==> src/logic/pbe_pkg.sv <==
// package of constants and types for the port bit error test engine
package pbe_pkg;
	// port flavour
	typedef enum logic [1:0] {
		PBE_PORT_E1,
		PBE_PORT_T1,
		PBE_PORT_E3T3
	} pbe_port_t;
	// pattern choice on E3/T3 ports
	typedef enum logic [1:0] {
		PBE_PAT_PRBS15,
		PBE_PAT_PRBS23,
		PBE_PAT_ALT
	} pbe_pat_t;
	// port operating mode
	typedef enum logic [2:0] {
		PBE_MODE_NORMAL,
		PBE_MODE_BERT,
		PBE_MODE_LOCAL_LB,
		PBE_MODE_REMOTE_LB,
		PBE_MODE_REMOTE_LB_AIS
	} pbe_mode_t;
	// register widths
	localparam int PBE_LFSR_W   = 23;
	localparam int PBE_ERR_W    = 32;
	localparam int PBE_TIME_W   = 32;
	localparam int PBE_RATE_W   = 3;
	localparam int PBE_DECADE_W = 24;
	// generator polynomial taps (bit positions, one based)
	localparam int PBE_P15_TAP_A = 15;
	localparam int PBE_P15_TAP_B = 14;
	localparam int PBE_P20_TAP_A = 20;
	localparam int PBE_P20_TAP_B = 3;
	localparam int PBE_P23_TAP_A = 23;
	localparam int PBE_P23_TAP_B = 18;
	// quasi random signal forces a one after this many zeros
	localparam int PBE_QUASI_RANDOM_TEST_SIGNAL_ZMAX = 14;
	// evaluator sync: matching bits to lock, errors in window to drop
	localparam logic [5:0] PBE_SYNC_GOOD = 6'h20;
	localparam logic [5:0] PBE_SYNC_WIN  = 6'h3F;
	localparam logic [5:0] PBE_SYNC_BAD  = 6'h08;
	// elapsed time unit: one tick per millisecond at 200 MHz
	localparam int PBE_CLK_MHZ    = 200;
	localparam int PBE_TICK_US    = 1000;
	localparam int PBE_TICK_CYC   = PBE_TICK_US * PBE_CLK_MHZ;
	// buffer depth in the transmit data path
	localparam int PBE_FIFO_DEPTH = 8;
	localparam logic [PBE_LFSR_W-1:0] PBE_SEED = 23'h7FFFFF;
endpackage : pbe_pkg

==> src/logic/pbe_engine.sv <==
// top of the port bit error test engine with loopback steering
// Behaviour
// - E1 ports send 2^15-1 pseudo-random pattern
// - T1 ports send quasi-random 2^20-1 pattern
// - E3/T3 selects prbs15, prbs23 or alternating
// - test pattern replaces transmit data input
// - receive bits compared, mismatches flagged while in sync
// - running error total readable by user
// - elapsed time readable with matching errors
// - evaluator sync status is exposed
// - E3/T3 calibrated error insertion, 1e-1..1e-7
// - E3/T3 single error insertion on request
// - inserted errors counted like ordinary errors
// - remote loop with all-ones toward local user
// - local loop returns user data, still mapped
// - remote loop returns line data, user ignored
`timescale 1ns/1ps
module pbe_engine
	import pbe_pkg::*;
(
	input  wire logic                      i_core_clk,
	input  wire logic                      i_sys_rst,
	input  pbe_pkg::pbe_port_t             i_port_type,
	input  pbe_pkg::pbe_mode_t             i_mode,
	input  pbe_pkg::pbe_pat_t              i_pattern,
	input  wire logic                      i_test_start,
	input  wire logic [PBE_RATE_W:0]       i_inject_rate,
	input  wire logic                      i_inject_single,
	input  wire logic                      i_user_tx_bit,
	input  wire logic                      i_user_tx_valid,
	input  wire logic                      i_line_rx_bit,
	input  wire logic                      i_line_rx_valid,
	output logic                           o_user_tx_ready,
	output logic                           o_mapper_tx_bit,
	output logic                           o_mapper_tx_valid,
	input  wire logic                      i_mapper_tx_ready,
	output logic                           o_line_tx_bit,
	output logic                           o_line_tx_valid,
	output logic                           o_user_rx_bit,
	output logic                           o_user_rx_valid,
	output logic                           o_bit_error,
	output logic [PBE_ERR_W-1:0]           o_err_count,
	output logic [PBE_TIME_W-1:0]          o_elapsed_ms,
	output logic                           o_sync
);
	import pbe_pkg::*;

	// line, user, start and single inject pins are synchronised by two flops before any logic reads them
	logic [1:0] rxb_s_r;   // line receive bit sync
	logic [1:0] rxv_s_r;   // line receive valid sync
	logic [1:0] txb_s_r;   // user transmit bit sync
	logic [1:0] txv_s_r;   // user transmit valid sync
	logic [1:0] ss_s_r;    // single inject request sync
	logic [1:0] st_s_r;    // test start sync
	always_ff @(posedge i_core_clk) begin
		if (i_sys_rst) begin
			rxb_s_r <= '0;
			rxv_s_r <= '0;
			txb_s_r <= '0;
			txv_s_r <= '0;
			ss_s_r  <= '0;
			st_s_r  <= '0;
		end else begin
			rxb_s_r <= {rxb_s_r[0], i_line_rx_bit};
			rxv_s_r <= {rxv_s_r[0], i_line_rx_valid};
			txb_s_r <= {txb_s_r[0], i_user_tx_bit};
			txv_s_r <= {txv_s_r[0], i_user_tx_valid};
			ss_s_r  <= {ss_s_r[0], i_inject_single};
			st_s_r  <= {st_s_r[0], i_test_start};
		end
	end
	logic rx_bit;
	logic rx_val;
	logic tx_bit;
	logic tx_val;
	assign rx_bit = rxb_s_r[1];
	assign rx_val = rxv_s_r[1];
	assign tx_bit = txb_s_r[1];
	assign tx_val = txv_s_r[1];

	// edge detect on the synchronised start and single inject levels
	logic st_d_r;
	logic ss_d_r;
	always_ff @(posedge i_core_clk) begin
		if (i_sys_rst) begin
			st_d_r <= 1'b0;
			ss_d_r <= 1'b0;
		end else begin
			st_d_r <= st_s_r[1];
			ss_d_r <= ss_s_r[1];
		end
	end
	logic start_p;
	logic single_p;
	logic bert_on;
	logic is_e3;
	assign start_p  = st_s_r[1] & ~st_d_r;
	assign single_p = ss_s_r[1] & ~ss_d_r;
	assign bert_on  = (i_mode == PBE_MODE_BERT);
	assign is_e3    = (i_port_type == PBE_PORT_E3T3);

	// fifo feeds the mapper; the generator stalls when it fills
	logic fifo_in_bit;
	logic fifo_in_val;
	logic fifo_in_rdy;
	logic gen_bit;
	logic gen_step;
	logic inj_now;
	assign gen_step = bert_on && fifo_in_rdy;
	pbe_prbs u_gen (
		.i_core_clk (i_core_clk),
		.i_sys_rst  (i_sys_rst),
		.i_restart  (start_p),
		.i_step     (gen_step),
		.i_port     (i_port_type),
		.i_pat      (i_pattern),
		.i_track    (1'b0),
		.i_track_bit(1'b0),
		.o_bit      (gen_bit)
	);

	// error insertion: calibrated decade divider plus a single request
	logic [PBE_DECADE_W-1:0] inj_cnt_r;    // bits since last insertion
	logic [PBE_DECADE_W-1:0] inj_lim;      // decade limit minus one
	logic                    single_pend_r; // single request awaiting a bit
	always_comb begin
		unique case (i_inject_rate)
			4'h1:    inj_lim = 24'h000009;
			4'h2:    inj_lim = 24'h000063;
			4'h3:    inj_lim = 24'h0003E7;
			4'h4:    inj_lim = 24'h00270F;
			4'h5:    inj_lim = 24'h01869F;
			4'h6:    inj_lim = 24'h0F423F;
			4'h7:    inj_lim = 24'h98967F;
			default: inj_lim = 24'h000000;   // zero means rate insertion off
		endcase
	end
	logic rate_hit;
	assign rate_hit = is_e3 && (inj_lim != '0) && (inj_cnt_r == inj_lim);
	assign inj_now  = gen_step && is_e3 && (rate_hit || single_pend_r);
	// decade counter advances once per transmitted test bit
	always_ff @(posedge i_core_clk) begin
		if (i_sys_rst || start_p) begin
			inj_cnt_r <= '0;
		end else if (gen_step) begin
			inj_cnt_r <= (inj_cnt_r >= inj_lim) ? '0 : inj_cnt_r + 24'h000001;
		end
	end
	// single request waits for the next bit; a new request wins over the consume
	always_ff @(posedge i_core_clk) begin
		if (i_sys_rst) begin
			single_pend_r <= 1'b0;
		end else if (single_p && is_e3) begin
			single_pend_r <= 1'b1;
		end else if (inj_now) begin
			single_pend_r <= 1'b0;
		end
	end

	// transmit source: pattern in test, line data in remote loop, else user
	always_comb begin
		fifo_in_bit = tx_bit;
		fifo_in_val = tx_val;
		if (bert_on) begin
			fifo_in_bit = gen_bit ^ inj_now;
			fifo_in_val = 1'b1;
		end else if (i_mode == PBE_MODE_REMOTE_LB || i_mode == PBE_MODE_REMOTE_LB_AIS) begin
			fifo_in_bit = rx_bit;
			fifo_in_val = rx_val;
		end
	end
	logic fifo_out_bit;
	logic fifo_out_val;
	pbe_fifo #(
		.WIDTH (1),
		.DEPTH (PBE_FIFO_DEPTH)
	) u_fifo (
		.i_core_clk (i_core_clk),
		.i_sys_rst  (i_sys_rst),
		.i_wr_data  (fifo_in_bit),
		.i_wr_valid (fifo_in_val),
		.o_wr_ready (fifo_in_rdy),
		.o_rd_data  (fifo_out_bit),
		.o_rd_valid (fifo_out_val),
		.i_rd_ready (i_mapper_tx_ready)
	);

	// registered mapper and line outputs plus user receive steering
	always_ff @(posedge i_core_clk) begin
		if (i_sys_rst) begin
			o_mapper_tx_bit   <= 1'b0;
			o_mapper_tx_valid <= 1'b0;
			o_line_tx_bit     <= 1'b0;
			o_line_tx_valid   <= 1'b0;
			o_user_rx_bit     <= 1'b0;
			o_user_rx_valid   <= 1'b0;
			o_user_tx_ready   <= 1'b0;
		end else begin
			// bit gated by valid so an empty buffer never shows unwritten storage
			o_mapper_tx_bit   <= fifo_out_bit & fifo_out_val;
			o_mapper_tx_valid <= fifo_out_val && i_mapper_tx_ready;
			o_line_tx_bit     <= fifo_out_bit & fifo_out_val;
			o_line_tx_valid   <= fifo_out_val && i_mapper_tx_ready;
			// user port refused in test mode, stalled by a full fifo
			o_user_tx_ready   <= fifo_in_rdy && !bert_on;
			unique case (i_mode)
				PBE_MODE_LOCAL_LB: begin
					o_user_rx_bit   <= tx_bit;
					o_user_rx_valid <= tx_val;
				end
				PBE_MODE_REMOTE_LB_AIS: begin
					o_user_rx_bit   <= 1'b1;
					o_user_rx_valid <= 1'b1;
				end
				PBE_MODE_REMOTE_LB: begin
					o_user_rx_bit   <= 1'b0;
					o_user_rx_valid <= 1'b0;
				end
				default: begin
					o_user_rx_bit   <= rx_bit;
					o_user_rx_valid <= rx_val;
				end
			endcase
		end
	end

	// evaluator: a local reference generator tracks the received stream
	logic ref_bit;
	logic ref_step;
	logic ref_load;
	logic ref_track;
	logic mism;
	assign ref_step = bert_on && rx_val;
	assign mism     = ref_step && (rx_bit != ref_bit);
	// while unlocked the reference shifts in received bits, so stale bits still in
	// the loop after a start cannot leave it out of phase; locked, it runs free
	assign ref_load  = start_p;
	assign ref_track = !o_sync;
	pbe_prbs u_ref (
		.i_core_clk (i_core_clk),
		.i_sys_rst  (i_sys_rst),
		.i_restart  (ref_load),
		.i_step     (ref_step),
		.i_port     (i_port_type),
		.i_pat      (i_pattern),
		.i_track    (ref_track),
		.i_track_bit(rx_bit),
		.o_bit      (ref_bit)
	);
	// sync state: lock after a run of good bits, drop on too many errors
	logic [5:0] good_r;   // consecutive good bits
	logic [5:0] win_r;    // window bit counter
	logic [5:0] bad_r;    // errors in window
	always_ff @(posedge i_core_clk) begin
		if (i_sys_rst || start_p || !bert_on) begin
			good_r <= '0;
			win_r  <= '0;
			bad_r  <= '0;
			o_sync <= 1'b0;
		end else if (ref_step) begin
			good_r <= mism ? 6'h00 : (good_r == PBE_SYNC_GOOD ? good_r : good_r + 6'h01);
			win_r  <= win_r + 6'h01;
			if (!o_sync) begin
				o_sync <= (!mism && good_r == PBE_SYNC_GOOD - 6'h01);
				bad_r  <= '0;
			end else if (bad_r + 6'(mism) >= PBE_SYNC_BAD) begin
				o_sync <= 1'b0;
				bad_r  <= '0;
			end else if (win_r == PBE_SYNC_WIN) begin
				bad_r  <= 6'(mism);
			end else begin
				bad_r  <= bad_r + 6'(mism);
			end
		end
	end

	// error flag and totals; errors only counted while locked, time counted whenever in test
	logic [31:0] tick_r;  // millisecond prescaler
	always_ff @(posedge i_core_clk) begin
		if (i_sys_rst || start_p) begin
			o_bit_error  <= 1'b0;
			o_err_count  <= '0;
			o_elapsed_ms <= '0;
			tick_r       <= '0;
		end else begin
			o_bit_error <= mism && o_sync;
			if (mism && o_sync && o_err_count != '1) begin
				o_err_count <= o_err_count + 32'h00000001;
			end
			if (bert_on) begin
				if (tick_r == 32'(PBE_TICK_CYC - 1)) begin
					tick_r       <= '0;
					o_elapsed_ms <= o_elapsed_ms + 32'h00000001;
				end else begin
					tick_r <= tick_r + 32'h00000001;
				end
			end
		end
	end

	a_start_clears: assert property (@(posedge i_core_clk) disable iff (i_sys_rst)
		start_p |=> (o_err_count == '0 && o_elapsed_ms == '0)) else $error("start no clear");
	a_err_counts: assert property (@(posedge i_core_clk) disable iff (i_sys_rst || start_p)
		(mism && o_sync && o_err_count != '1) |=> o_err_count == $past(o_err_count) + 1)
		else $error("error not counted");
	a_err_flag: assert property (@(posedge i_core_clk) disable iff (i_sys_rst || start_p)
		(mism && o_sync) |=> o_bit_error) else $error("error flag missing");
	a_ais_out: assert property (@(posedge i_core_clk) disable iff (i_sys_rst)
		(i_mode == PBE_MODE_REMOTE_LB_AIS) |=> (o_user_rx_bit && o_user_rx_valid))
		else $error("ais missing");
	a_local_loop: assert property (@(posedge i_core_clk) disable iff (i_sys_rst)
		(i_mode == PBE_MODE_LOCAL_LB) |=> o_user_rx_bit == $past(tx_bit))
		else $error("local loop wrong");
	a_pattern_in: assert property (@(posedge i_core_clk) disable iff (i_sys_rst)
		(gen_step && !inj_now) |-> fifo_in_bit == gen_bit) else $error("pattern not fed");
	a_inject_e1: assert property (@(posedge i_core_clk) disable iff (i_sys_rst)
		!is_e3 |-> !inj_now) else $error("inject on E1/T1");
	a_single_once: assert property (@(posedge i_core_clk) disable iff (i_sys_rst)
		(inj_now && single_pend_r && !single_p) |=> !single_pend_r)
		else $error("single inject stuck");
	a_sync_drop: assert property (@(posedge i_core_clk) disable iff (i_sys_rst)
		!bert_on |=> !o_sync) else $error("sync outside test");
	a_time_tick: assert property (@(posedge i_core_clk) disable iff (i_sys_rst || start_p)
		(bert_on && tick_r == 32'(PBE_TICK_CYC - 1)) |=> o_elapsed_ms == $past(o_elapsed_ms) + 1)
		else $error("time not advanced");
endmodule : pbe_engine

==> src/logic/pbe_fifo.sv <==
// small synchronous fifo with valid and ready on both sides
`timescale 1ns/1ps
module pbe_fifo #(
	parameter int WIDTH = 1,
	parameter int DEPTH = 8
) (
	input  wire logic             i_core_clk,
	input  wire logic             i_sys_rst,
	input  wire logic [WIDTH-1:0] i_wr_data,
	input  wire logic             i_wr_valid,
	output logic                  o_wr_ready,
	output logic      [WIDTH-1:0] o_rd_data,
	output logic                  o_rd_valid,
	input  wire logic             i_rd_ready
);
	localparam int AW = $clog2(DEPTH);
	logic [WIDTH-1:0] mem_r [DEPTH];   // storage
	logic [AW-1:0]    wr_ptr_r;        // write index
	logic [AW-1:0]    rd_ptr_r;        // read index
	logic [AW:0]      count_r;         // fill level
	logic             push;
	logic             pop;
	assign push       = i_wr_valid && o_wr_ready;
	assign pop        = o_rd_valid && i_rd_ready;
	// full compare at the level's own width; a pointer-wide depth would wrap to zero
	assign o_wr_ready = (count_r != (AW+1)'(DEPTH));
	assign o_rd_valid = (count_r != '0);
	assign o_rd_data  = mem_r[rd_ptr_r];
	// storage write, no reset needed on data
	always_ff @(posedge i_core_clk) begin
		if (push) begin
			mem_r[wr_ptr_r] <= i_wr_data;
		end
	end
	// pointers and level
	always_ff @(posedge i_core_clk) begin
		if (i_sys_rst) begin
			wr_ptr_r <= '0;
			rd_ptr_r <= '0;
			count_r  <= '0;
		end else begin
			if (push) begin
				wr_ptr_r <= (wr_ptr_r == AW'(DEPTH-1)) ? '0 : wr_ptr_r + AW'(1);
			end
			if (pop) begin
				rd_ptr_r <= (rd_ptr_r == AW'(DEPTH-1)) ? '0 : rd_ptr_r + AW'(1);
			end
			count_r <= count_r + (AW+1)'(push) - (AW+1)'(pop);
		end
	end
	// level never passes depth
	a_fifo_level: assert property (@(posedge i_core_clk) disable iff (i_sys_rst)
		count_r <= (AW+1)'(DEPTH)) else $error("fifo level above depth");
endmodule : pbe_fifo

==> src/logic/pbe_prbs.sv <==
// pattern generator step: prbs15, qrss20, prbs23 and alternating
`timescale 1ns/1ps
module pbe_prbs
	import pbe_pkg::*;
(
	input  wire logic                  i_core_clk,
	input  wire logic                  i_sys_rst,
	input  wire logic                  i_restart,
	input  wire logic                  i_step,
	input  pbe_pkg::pbe_port_t         i_port,
	input  pbe_pkg::pbe_pat_t          i_pat,
	input  wire logic                  i_track,
	input  wire logic                  i_track_bit,
	output logic                       o_bit
);
	import pbe_pkg::*;
	logic [PBE_LFSR_W-1:0] lfsr_r;     // shift register state
	logic [4:0]            zrun_r;     // zero run length for quasi_random_test_signal
	logic                  alt_r;      // alternating mark space state
	logic                  fb;         // feedback bit
	logic                  raw;        // raw sequence bit
	logic                  nxt_in;     // bit shifted into the register
	logic                  nxt_seen;   // bit taken as the latest sequence bit
	// feedback taps by port and pattern
	always_comb begin
		fb  = 1'b0;
		raw = 1'b0;
		if (i_port == PBE_PORT_E1 || (i_port == PBE_PORT_E3T3 && i_pat == PBE_PAT_PRBS15)) begin
			fb  = lfsr_r[PBE_P15_TAP_A-1] ^ lfsr_r[PBE_P15_TAP_B-1];
			raw = fb;
		end else if (i_port == PBE_PORT_T1) begin
			fb  = lfsr_r[PBE_P20_TAP_A-1] ^ lfsr_r[PBE_P20_TAP_B-1];
			// quasi_random_test_signal output is the bit forced high after too long a zero run
			raw = fb | (zrun_r >= 5'(PBE_QUASI_RANDOM_TEST_SIGNAL_ZMAX));
		end else if (i_pat == PBE_PAT_PRBS23) begin
			fb  = lfsr_r[PBE_P23_TAP_A-1] ^ lfsr_r[PBE_P23_TAP_B-1];
			raw = fb;
		end else begin
			fb  = 1'b0;
			raw = alt_r;
		end
	end
	assign o_bit = raw;
	// while tracking, the received stream fills the register so it phases onto the far end
	assign nxt_in   = i_track ? i_track_bit : fb;
	assign nxt_seen = i_track ? i_track_bit : raw;
	// advance the sequence once per step
	always_ff @(posedge i_core_clk) begin
		if (i_sys_rst || i_restart) begin
			lfsr_r <= PBE_SEED;
			zrun_r <= '0;
			alt_r  <= 1'b0;
		end else if (i_step) begin
			lfsr_r <= {lfsr_r[PBE_LFSR_W-2:0], nxt_in};
			zrun_r <= nxt_seen ? 5'h00 : zrun_r + 5'h01;
			alt_r  <= i_track ? ~i_track_bit : ~alt_r;
		end
	end
endmodule : pbe_prbs
==> config.mk <==
export PLATFORM = sky130hd
export DESIGN_NAME = pbe_engine
export DESIGN_NICKNAME = d
export VERILOG_FILES = /design/src/logic/pbe_pkg.sv /design/src/logic/pbe_engine.sv /design/src/logic/pbe_fifo.sv /design/src/logic/pbe_prbs.sv
export SDC_FILE = /design/constraint.sdc
export NUM_CORES = 1
export LEC_CHECK = 0
export BUFFER_PORTS_ARGS = -buffer_cell sky130_fd_sc_hd__buf_2
export CORE_ASPECT_RATIO = 0.6
export CORE_UTILIZATION = 57
export DETAILED_ROUTE_END_ITERATION = 8
export PLACE_DENSITY = 0.83
export SLEW_MARGIN = 20
export SYNTH_ARGS = -nofsm -noshare
export SYNTH_HDL_FRONTEND = slang
export SYNTH_HIERARCHICAL = 1
export SYNTH_SLANG_ARGS = --single-unit
export TNS_END_PERCENT = 10
==> constraint.sdc <==
create_clock -name i_core_clk -period 8.1 [get_ports i_core_clk]
set_input_delay 1.62 -clock i_core_clk [delete_from_list [all_inputs] [get_ports i_core_clk]]
set_output_delay 1.62 -clock i_core_clk [all_outputs]
set_load 0.01 [all_outputs]
# --- Word-level counts from Yosys, hierarchy flattened ---
# Memory sizes are Yosys's and may differ from the RTL's. A register that Yosys moved wholly into a read port is not among the register bits.
# Cells that the tools add are included.
op_classes:
  addsub: 13
  order_cmp: 4
  n_eq_ne: 25
  n_mux: 41
  bitwise_logic: 17
  reduce_logical: 29
op_table:
  columns: ["operator", "n"]
  rows:
  - ["$pmux 24 s7", 1]
  - ["$add 32x1->32 const B", 3]
  - ["$eq 32x18->1 const B", 1]
  - ["$mux 32", 1]
  - ["$ne 32x32->1 const B", 1]
  - ["$mux 6", 5]
  - ["$mux 1", 25]
  - ["$add 24x1->24 const B", 1]
  - ["$eq 24x24->1", 1]
  - ["$ge 24x24->1", 1]
  - ["$mux 24", 1]
  - ["$reduce_bool 24->1", 1]
  - ["$eq 4x3->1 const B", 4]
  - ["$logic_and 1x1->1", 15]
  - ["$add 6x1->6 const B", 2]
  - ["$eq 6x6->1 const B", 2]
  - ["$mux 3", 4]
  - ["$add 5x1->5 const B", 2]
  - ["$ge 5x4->1 const B", 2]
  - ["$mux 5", 2]
  - ["$eq 3x3->1 const B", 3]
  - ["$eq 4x2->1 const B", 2]
  - ["$xor 1x1->1", 7]
  - ["$add 3x1->3 const B", 2]
  - ["other kinds (23)", 40]
word_totals:
  register_bits: 228
  ram_bits: 8
  out_inout_bits: 73
  memories: 1
memory_table:
  columns: ["name", "depth", "word_bits", "read_ports", "rd_ports_with_merged_regs", "wr", "line", "text"]
  rows:
  - ["u_fifo.mem_r", 8, 1, 1, 1, 1, "pbe_fifo.sv:17", "logic [WIDTH-1:0] mem_r [DEPTH];"]

# --- Logic depth before layout (Yosys ltp) ---
depth:
  word_depth: 10
  depth_mapped: 17

# --- Hierarchy ---
# Netlist, hierarchy kept.
modules_own_cells:
  columns: ["module", "instances", "cells_each", "area_each_um2", "seq_area_each_um2"]
  rows:
  - ["pbe_engine", 1, 917, 7870.0, 3203.1]
  - ["pbe_prbs", 2, 128, 1239.9, 580.6]
  - ["pbe_fifo", 1, 87, 1032.2, 500.5]

# --- Worst setup path after synthesis ---
# Ideal clock, no wire load.
synth_path:
  kind: "in2reg"
  from: "in i_pattern[0]"
  to: "reg bad_r[2]"
  setup_ns: 0.072
  arrival_ns: 4.316
  required_ns: 8.028
  path_slack_ns: 3.712
  stages: 15
  cell_sequence: "and2b_1 -> a211o_1 -> a221o_1 -> nand2_1 -> xor2_1 -> clkbuf_1 -> and2_1 -> ha_1 -> ha_1 -> a211o_1 -> a21oi_1 -> o21ai_0 -> nor2_1 -> nand4b_1 -> a21oi_1"
synth_between:
  elab_chain_len: 10
  word_cells_on_any_way: 14
synth_rtl:
  columns: ["item", "line", "text"]
  rows:
  - ["start, declared", "pbe_engine.sv:25", "input pbe_pkg::pbe_pat_t i_pattern,"]
  - ["$eq 2x1->1 / $logic_not 2->1 (equally long branches)", "pbe_prbs.sv:35, pbe_prbs.sv:28", null]
  - ["$mux 1 / $logic_and 1x1->1 (equally long branches)", "pbe_prbs.sv:35, pbe_prbs.sv:28", null]
  - ["$mux 1 / $logic_or 1x1->1 (equally long branches)", "pbe_prbs.sv:31, pbe_prbs.sv:28", null]
  - ["$mux 1 (*)", "pbe_prbs.sv:28", "if (i_port == PBE_PORT_E1 || (i_port == PBE_PORT_E3T3 && i_pat == PBE_PAT_PRBS15)) begin"]
  - ["via ref_bit", "pbe_engine.sv:228", "logic ref_bit;"]
  - ["$ne 1x1->1 (*)", "pbe_engine.sv:234", "assign mism = ref_step && (rx_bit != ref_bit);"]
  - ["$logic_and 1x1->1 (*)", "pbe_engine.sv:234", null]
  - ["$add 6x1->6 (*)", "pbe_engine.sv:266, pbe_engine.sv:272", null]
  - ["$ge 6x4->1 / $mux 6 (equally long branches)", "pbe_engine.sv:266, pbe_engine.sv:269", null]
  - ["$mux 6 (*)", "pbe_engine.sv:266", "end else if (bad_r + 6'(mism) >= PBE_SYNC_BAD) begin"]
  - ["$mux 6 (*)", "pbe_engine.sv:263", "if (!o_sync) begin"]
  - ["end signal, assigned", "pbe_engine.sv:270", "bad_r <= 6'(mism);"]
  - ["end signal, assigned", "pbe_engine.sv:272", "bad_r <= bad_r + 6'(mism);"]
  - ["end, declared", "pbe_engine.sv:253", "logic [5:0] bad_r;"]
# The timed path passes the listed nets; every way through them passes the cells marked *.
# A chain may end at the register's enable or synchronous reset.

# --- Final worst setup path ---
# Same ends and word-level chain as after synthesis.

==> flow_summary.ini <==
[finish]
syn2layout_area_growth_pct = 12.2
drive_above_1_share_pct = 12.7
finalNetCount = 1401
final-instance-count-excl-fill = 1617

[sta]
fmax_mhz = 210
post-route-period-util_pct = 58.8
finalSetupViolations = 0
report.final.hold_viol_count = 0
slew_headroom_pct = 30.2
finClkSkew_ps = 12.8
min_period_ps = 4760
slew_violations = 0
fin_setup_tns_ps = 0
worst_pin_slew_ps = 1040
rsz0062_at_grt = false

[floorplan]
io_pins = 93
rows = 39
die_x_um = 184
chipHeight_um = 111
die_area_sq_um = 20600
start_util_pct = 59.1
core_area_sq_um = 19300

[worst_setup_path]
critPathMaxFanout = 11
setup.worst_path.start_class = input pin
end_kind = flop
crit_required_ps = 8510
path_class = in -> reg
critPathArrivalTime_ps = 5180

[drt]
viasPerCell = 5.63
dr.pass1.iters = 5
antenna_left = 0
drt_iter0_markers = 595
routedWlPerCell_um = 14.7
vias = 9108
drt_wl_total_mm = 23.7
drc = 0

[power_and_ir_drop]
p_leak_uw = 0.00485
power_density_nw_per_um2 = 197
ir_worst_vdd_uv = 115

[logic_synthesis]
synthCells = 1260
ys_types = 71
syn_avg_cell_area_sq_um = 9.03
synthArstFlopShare_pct = 0
synth.cell_area_sq_um = 11400
yosysSeqAreaShare_pct = 42.7
synth-main-ff-cell = dfxtp_1
synth_seq_cells = 239
yosys_warnings = 6
synth_edf_count = 8

[cts]
h-tree-depth = 1
clockBufferDepth = 3
cts_setup_buffers = 0
cts.clk_slew.worst_paths_ps = 60
worstSkewPairLatency_ps = 500
hold_buffers = 0
cts_tree = yes
cts_resized = 0
cts_sinks = 239
cts_buffers = 22
cts-root-buf = clkbuf_16

[grt]
grt_usage_pct = 23.2
antenna_found_initial = 0
grt_pass1_vias = 8347
grt_overflow = 0
grt_max_degree = 66
grt_pass1_wl_mm = 40.0

[flow_run]
cap_violations = 0

[placement]
place_inst = 1578
io_buffers = 92
place.gp.congestion = 0.858
place_hpwl_mm = 16.4

[status]
status = finished clean

[hold_path]
hp-class = reg -> reg
power by group:
| part | total (uW) | leakage [uW] | internal (uW) | switching [uW] |
|---|---|---|---|---|
| Clock | 1070 | 0.000374 | 640 | 429 |
| Sequential | 1230 | 0.00194 | 1210 | 19.2 |
| Combinational | 220 | 0.00253 | 95.2 | 125 |
| Total | 2520 | 0.00485 | 1950 | 574 |
cells in the final DEF, fill, tap and decap left out, drive strengths merged, types with 5 or more instances in the layout:
cell type  Yosys  layout
ha            44      44
or2            8       8
nor3          63      63
nor3b         11      11
dfxtp        231     231
a21oi         40      40
buf           17      99
xnor2         50      50
xor2          76      76
o31a           5       5
nor4          18      18
and2           7       7
clkbuf        35      37
o21ai         31      31
nand4         51      51
o211ai         7       7
nor2         145     145
a211oi        10      10
nor2b         27      27
and3          24      24
a211o          5       5
edfxtp         8       8
and4          15      15
nand3         59      59
or3           15      15
nand2        111     111
mux2i         55      55
inv           30      30
conb           1       6
a31oi          8       8
nand2b        15      15
kinds of logic after synthesis:
| group | share of synthesized area (%) |
|---|---|
| other | 0.0329 |
| xor gates and xnor gates | 9.70 |
| muxes | 5.43 |
| buffers and inverters | 3.15 |
| AOI/OAI and AO/OA | 6.60 |
| DFF | 42.7 |
| and+or+nand+nor | 27.3 |
| adders and majority gates | 5.01 |
routing by layer:
layer	vias to the layer above	track usage, %	part of all wire (%)
met5	-	0	0
met4	0	5.83	1.7
met3	34	3.66	5.2
met2	233	34.9	43
met1	4283	34.4	51
li1	4558	-	-
layout make-up:
type | count | area [sq um]
antenna | 1 | 2.50
clock buffer | 37 | 728
clock inverter | 1 | 30.0
fill | 1599 | 6500
inverter | 30 | 113
multi-input combinational | 944 | 6190
sequential | 239 | 4860
tap | 266 | 333
timing repair buffer | 99 | 513
critical path: stages:
cell,delay [ps]
buf_2,120
and2b_1,200
a211o_1,270
a221o_1,420
nand2_1,100
xor2_1,640
and2_1,290
ha_1,210
ha_1,240
nand4_1,140
a21oi_1,210
o21ai_0,220
nor3_1,220
o21ai_0,110
a21oi_1,170
final timing paths:
path / from / to / slack, ps / cells after the start
worst max register to register: u_ref/zrun_r[0] / bad_r[2] / 4190 / 16
worst min register to register: rxv_s_r[0] / rxv_s_r[1] / 440 / 1
worst min-delay path: rxv_s_r[0] / rxv_s_r[1] / 440 / 1
worst max-delay path: i_pattern[0] / bad_r[2] / 3340 / 15
state kept, by name (all words and copies together) (netlist names), 3 cells and up, named ones only:
| signal | cells |
|---|---|
| bad_r | 6 |
| good_r | 6 |
| inj_cnt_r | 24 |
| o_elapsed_ms | 32 |
| o_err_count | 32 |
| tick_r | 32 |
| u_fifo/count_r | 4 |
| u_fifo/mem_r | 8 |
| u_fifo/rd_ptr_r | 3 |
| u_fifo/wr_ptr_r | 3 |
| u_gen/lfsr_r | 23 |
| u_gen/zrun_r | 5 |
| u_ref/lfsr_r | 23 |
| u_ref/zrun_r | 5 |
| win_r | 6 |
synth_stat cells (29+ instances only):
master,instances,area (sq um)
mux2i_1,55,551
nand4_1,49,307
ha_1,44,551
xnor2_1,50,438
nor2_1,145,544
a21oi_1,40,200
nand3_1,58,290
o21ai_0,29,145
dfxtp_1,231,4620
nand2_1,108,405
clkbuf_1,35,131
nor3_1,63,315
xor2_1,76,666
through the flow:
step	worst slack, ps	util (%)	power (uW)	instance area, sq um	hold WS [ps]
floorplan	3710	-	1430	11400	414
global placement	3190	62.3	1470	12000	424
detailed placement	2930	62.3	1470	12000	428
CTS	3420	66.3	2540	12800	442
global route	3180	66.3	2630	12800	464
finish	3340	66.3	2520	12800	439
Note: power is estimated with default switching activity, not from simulation.
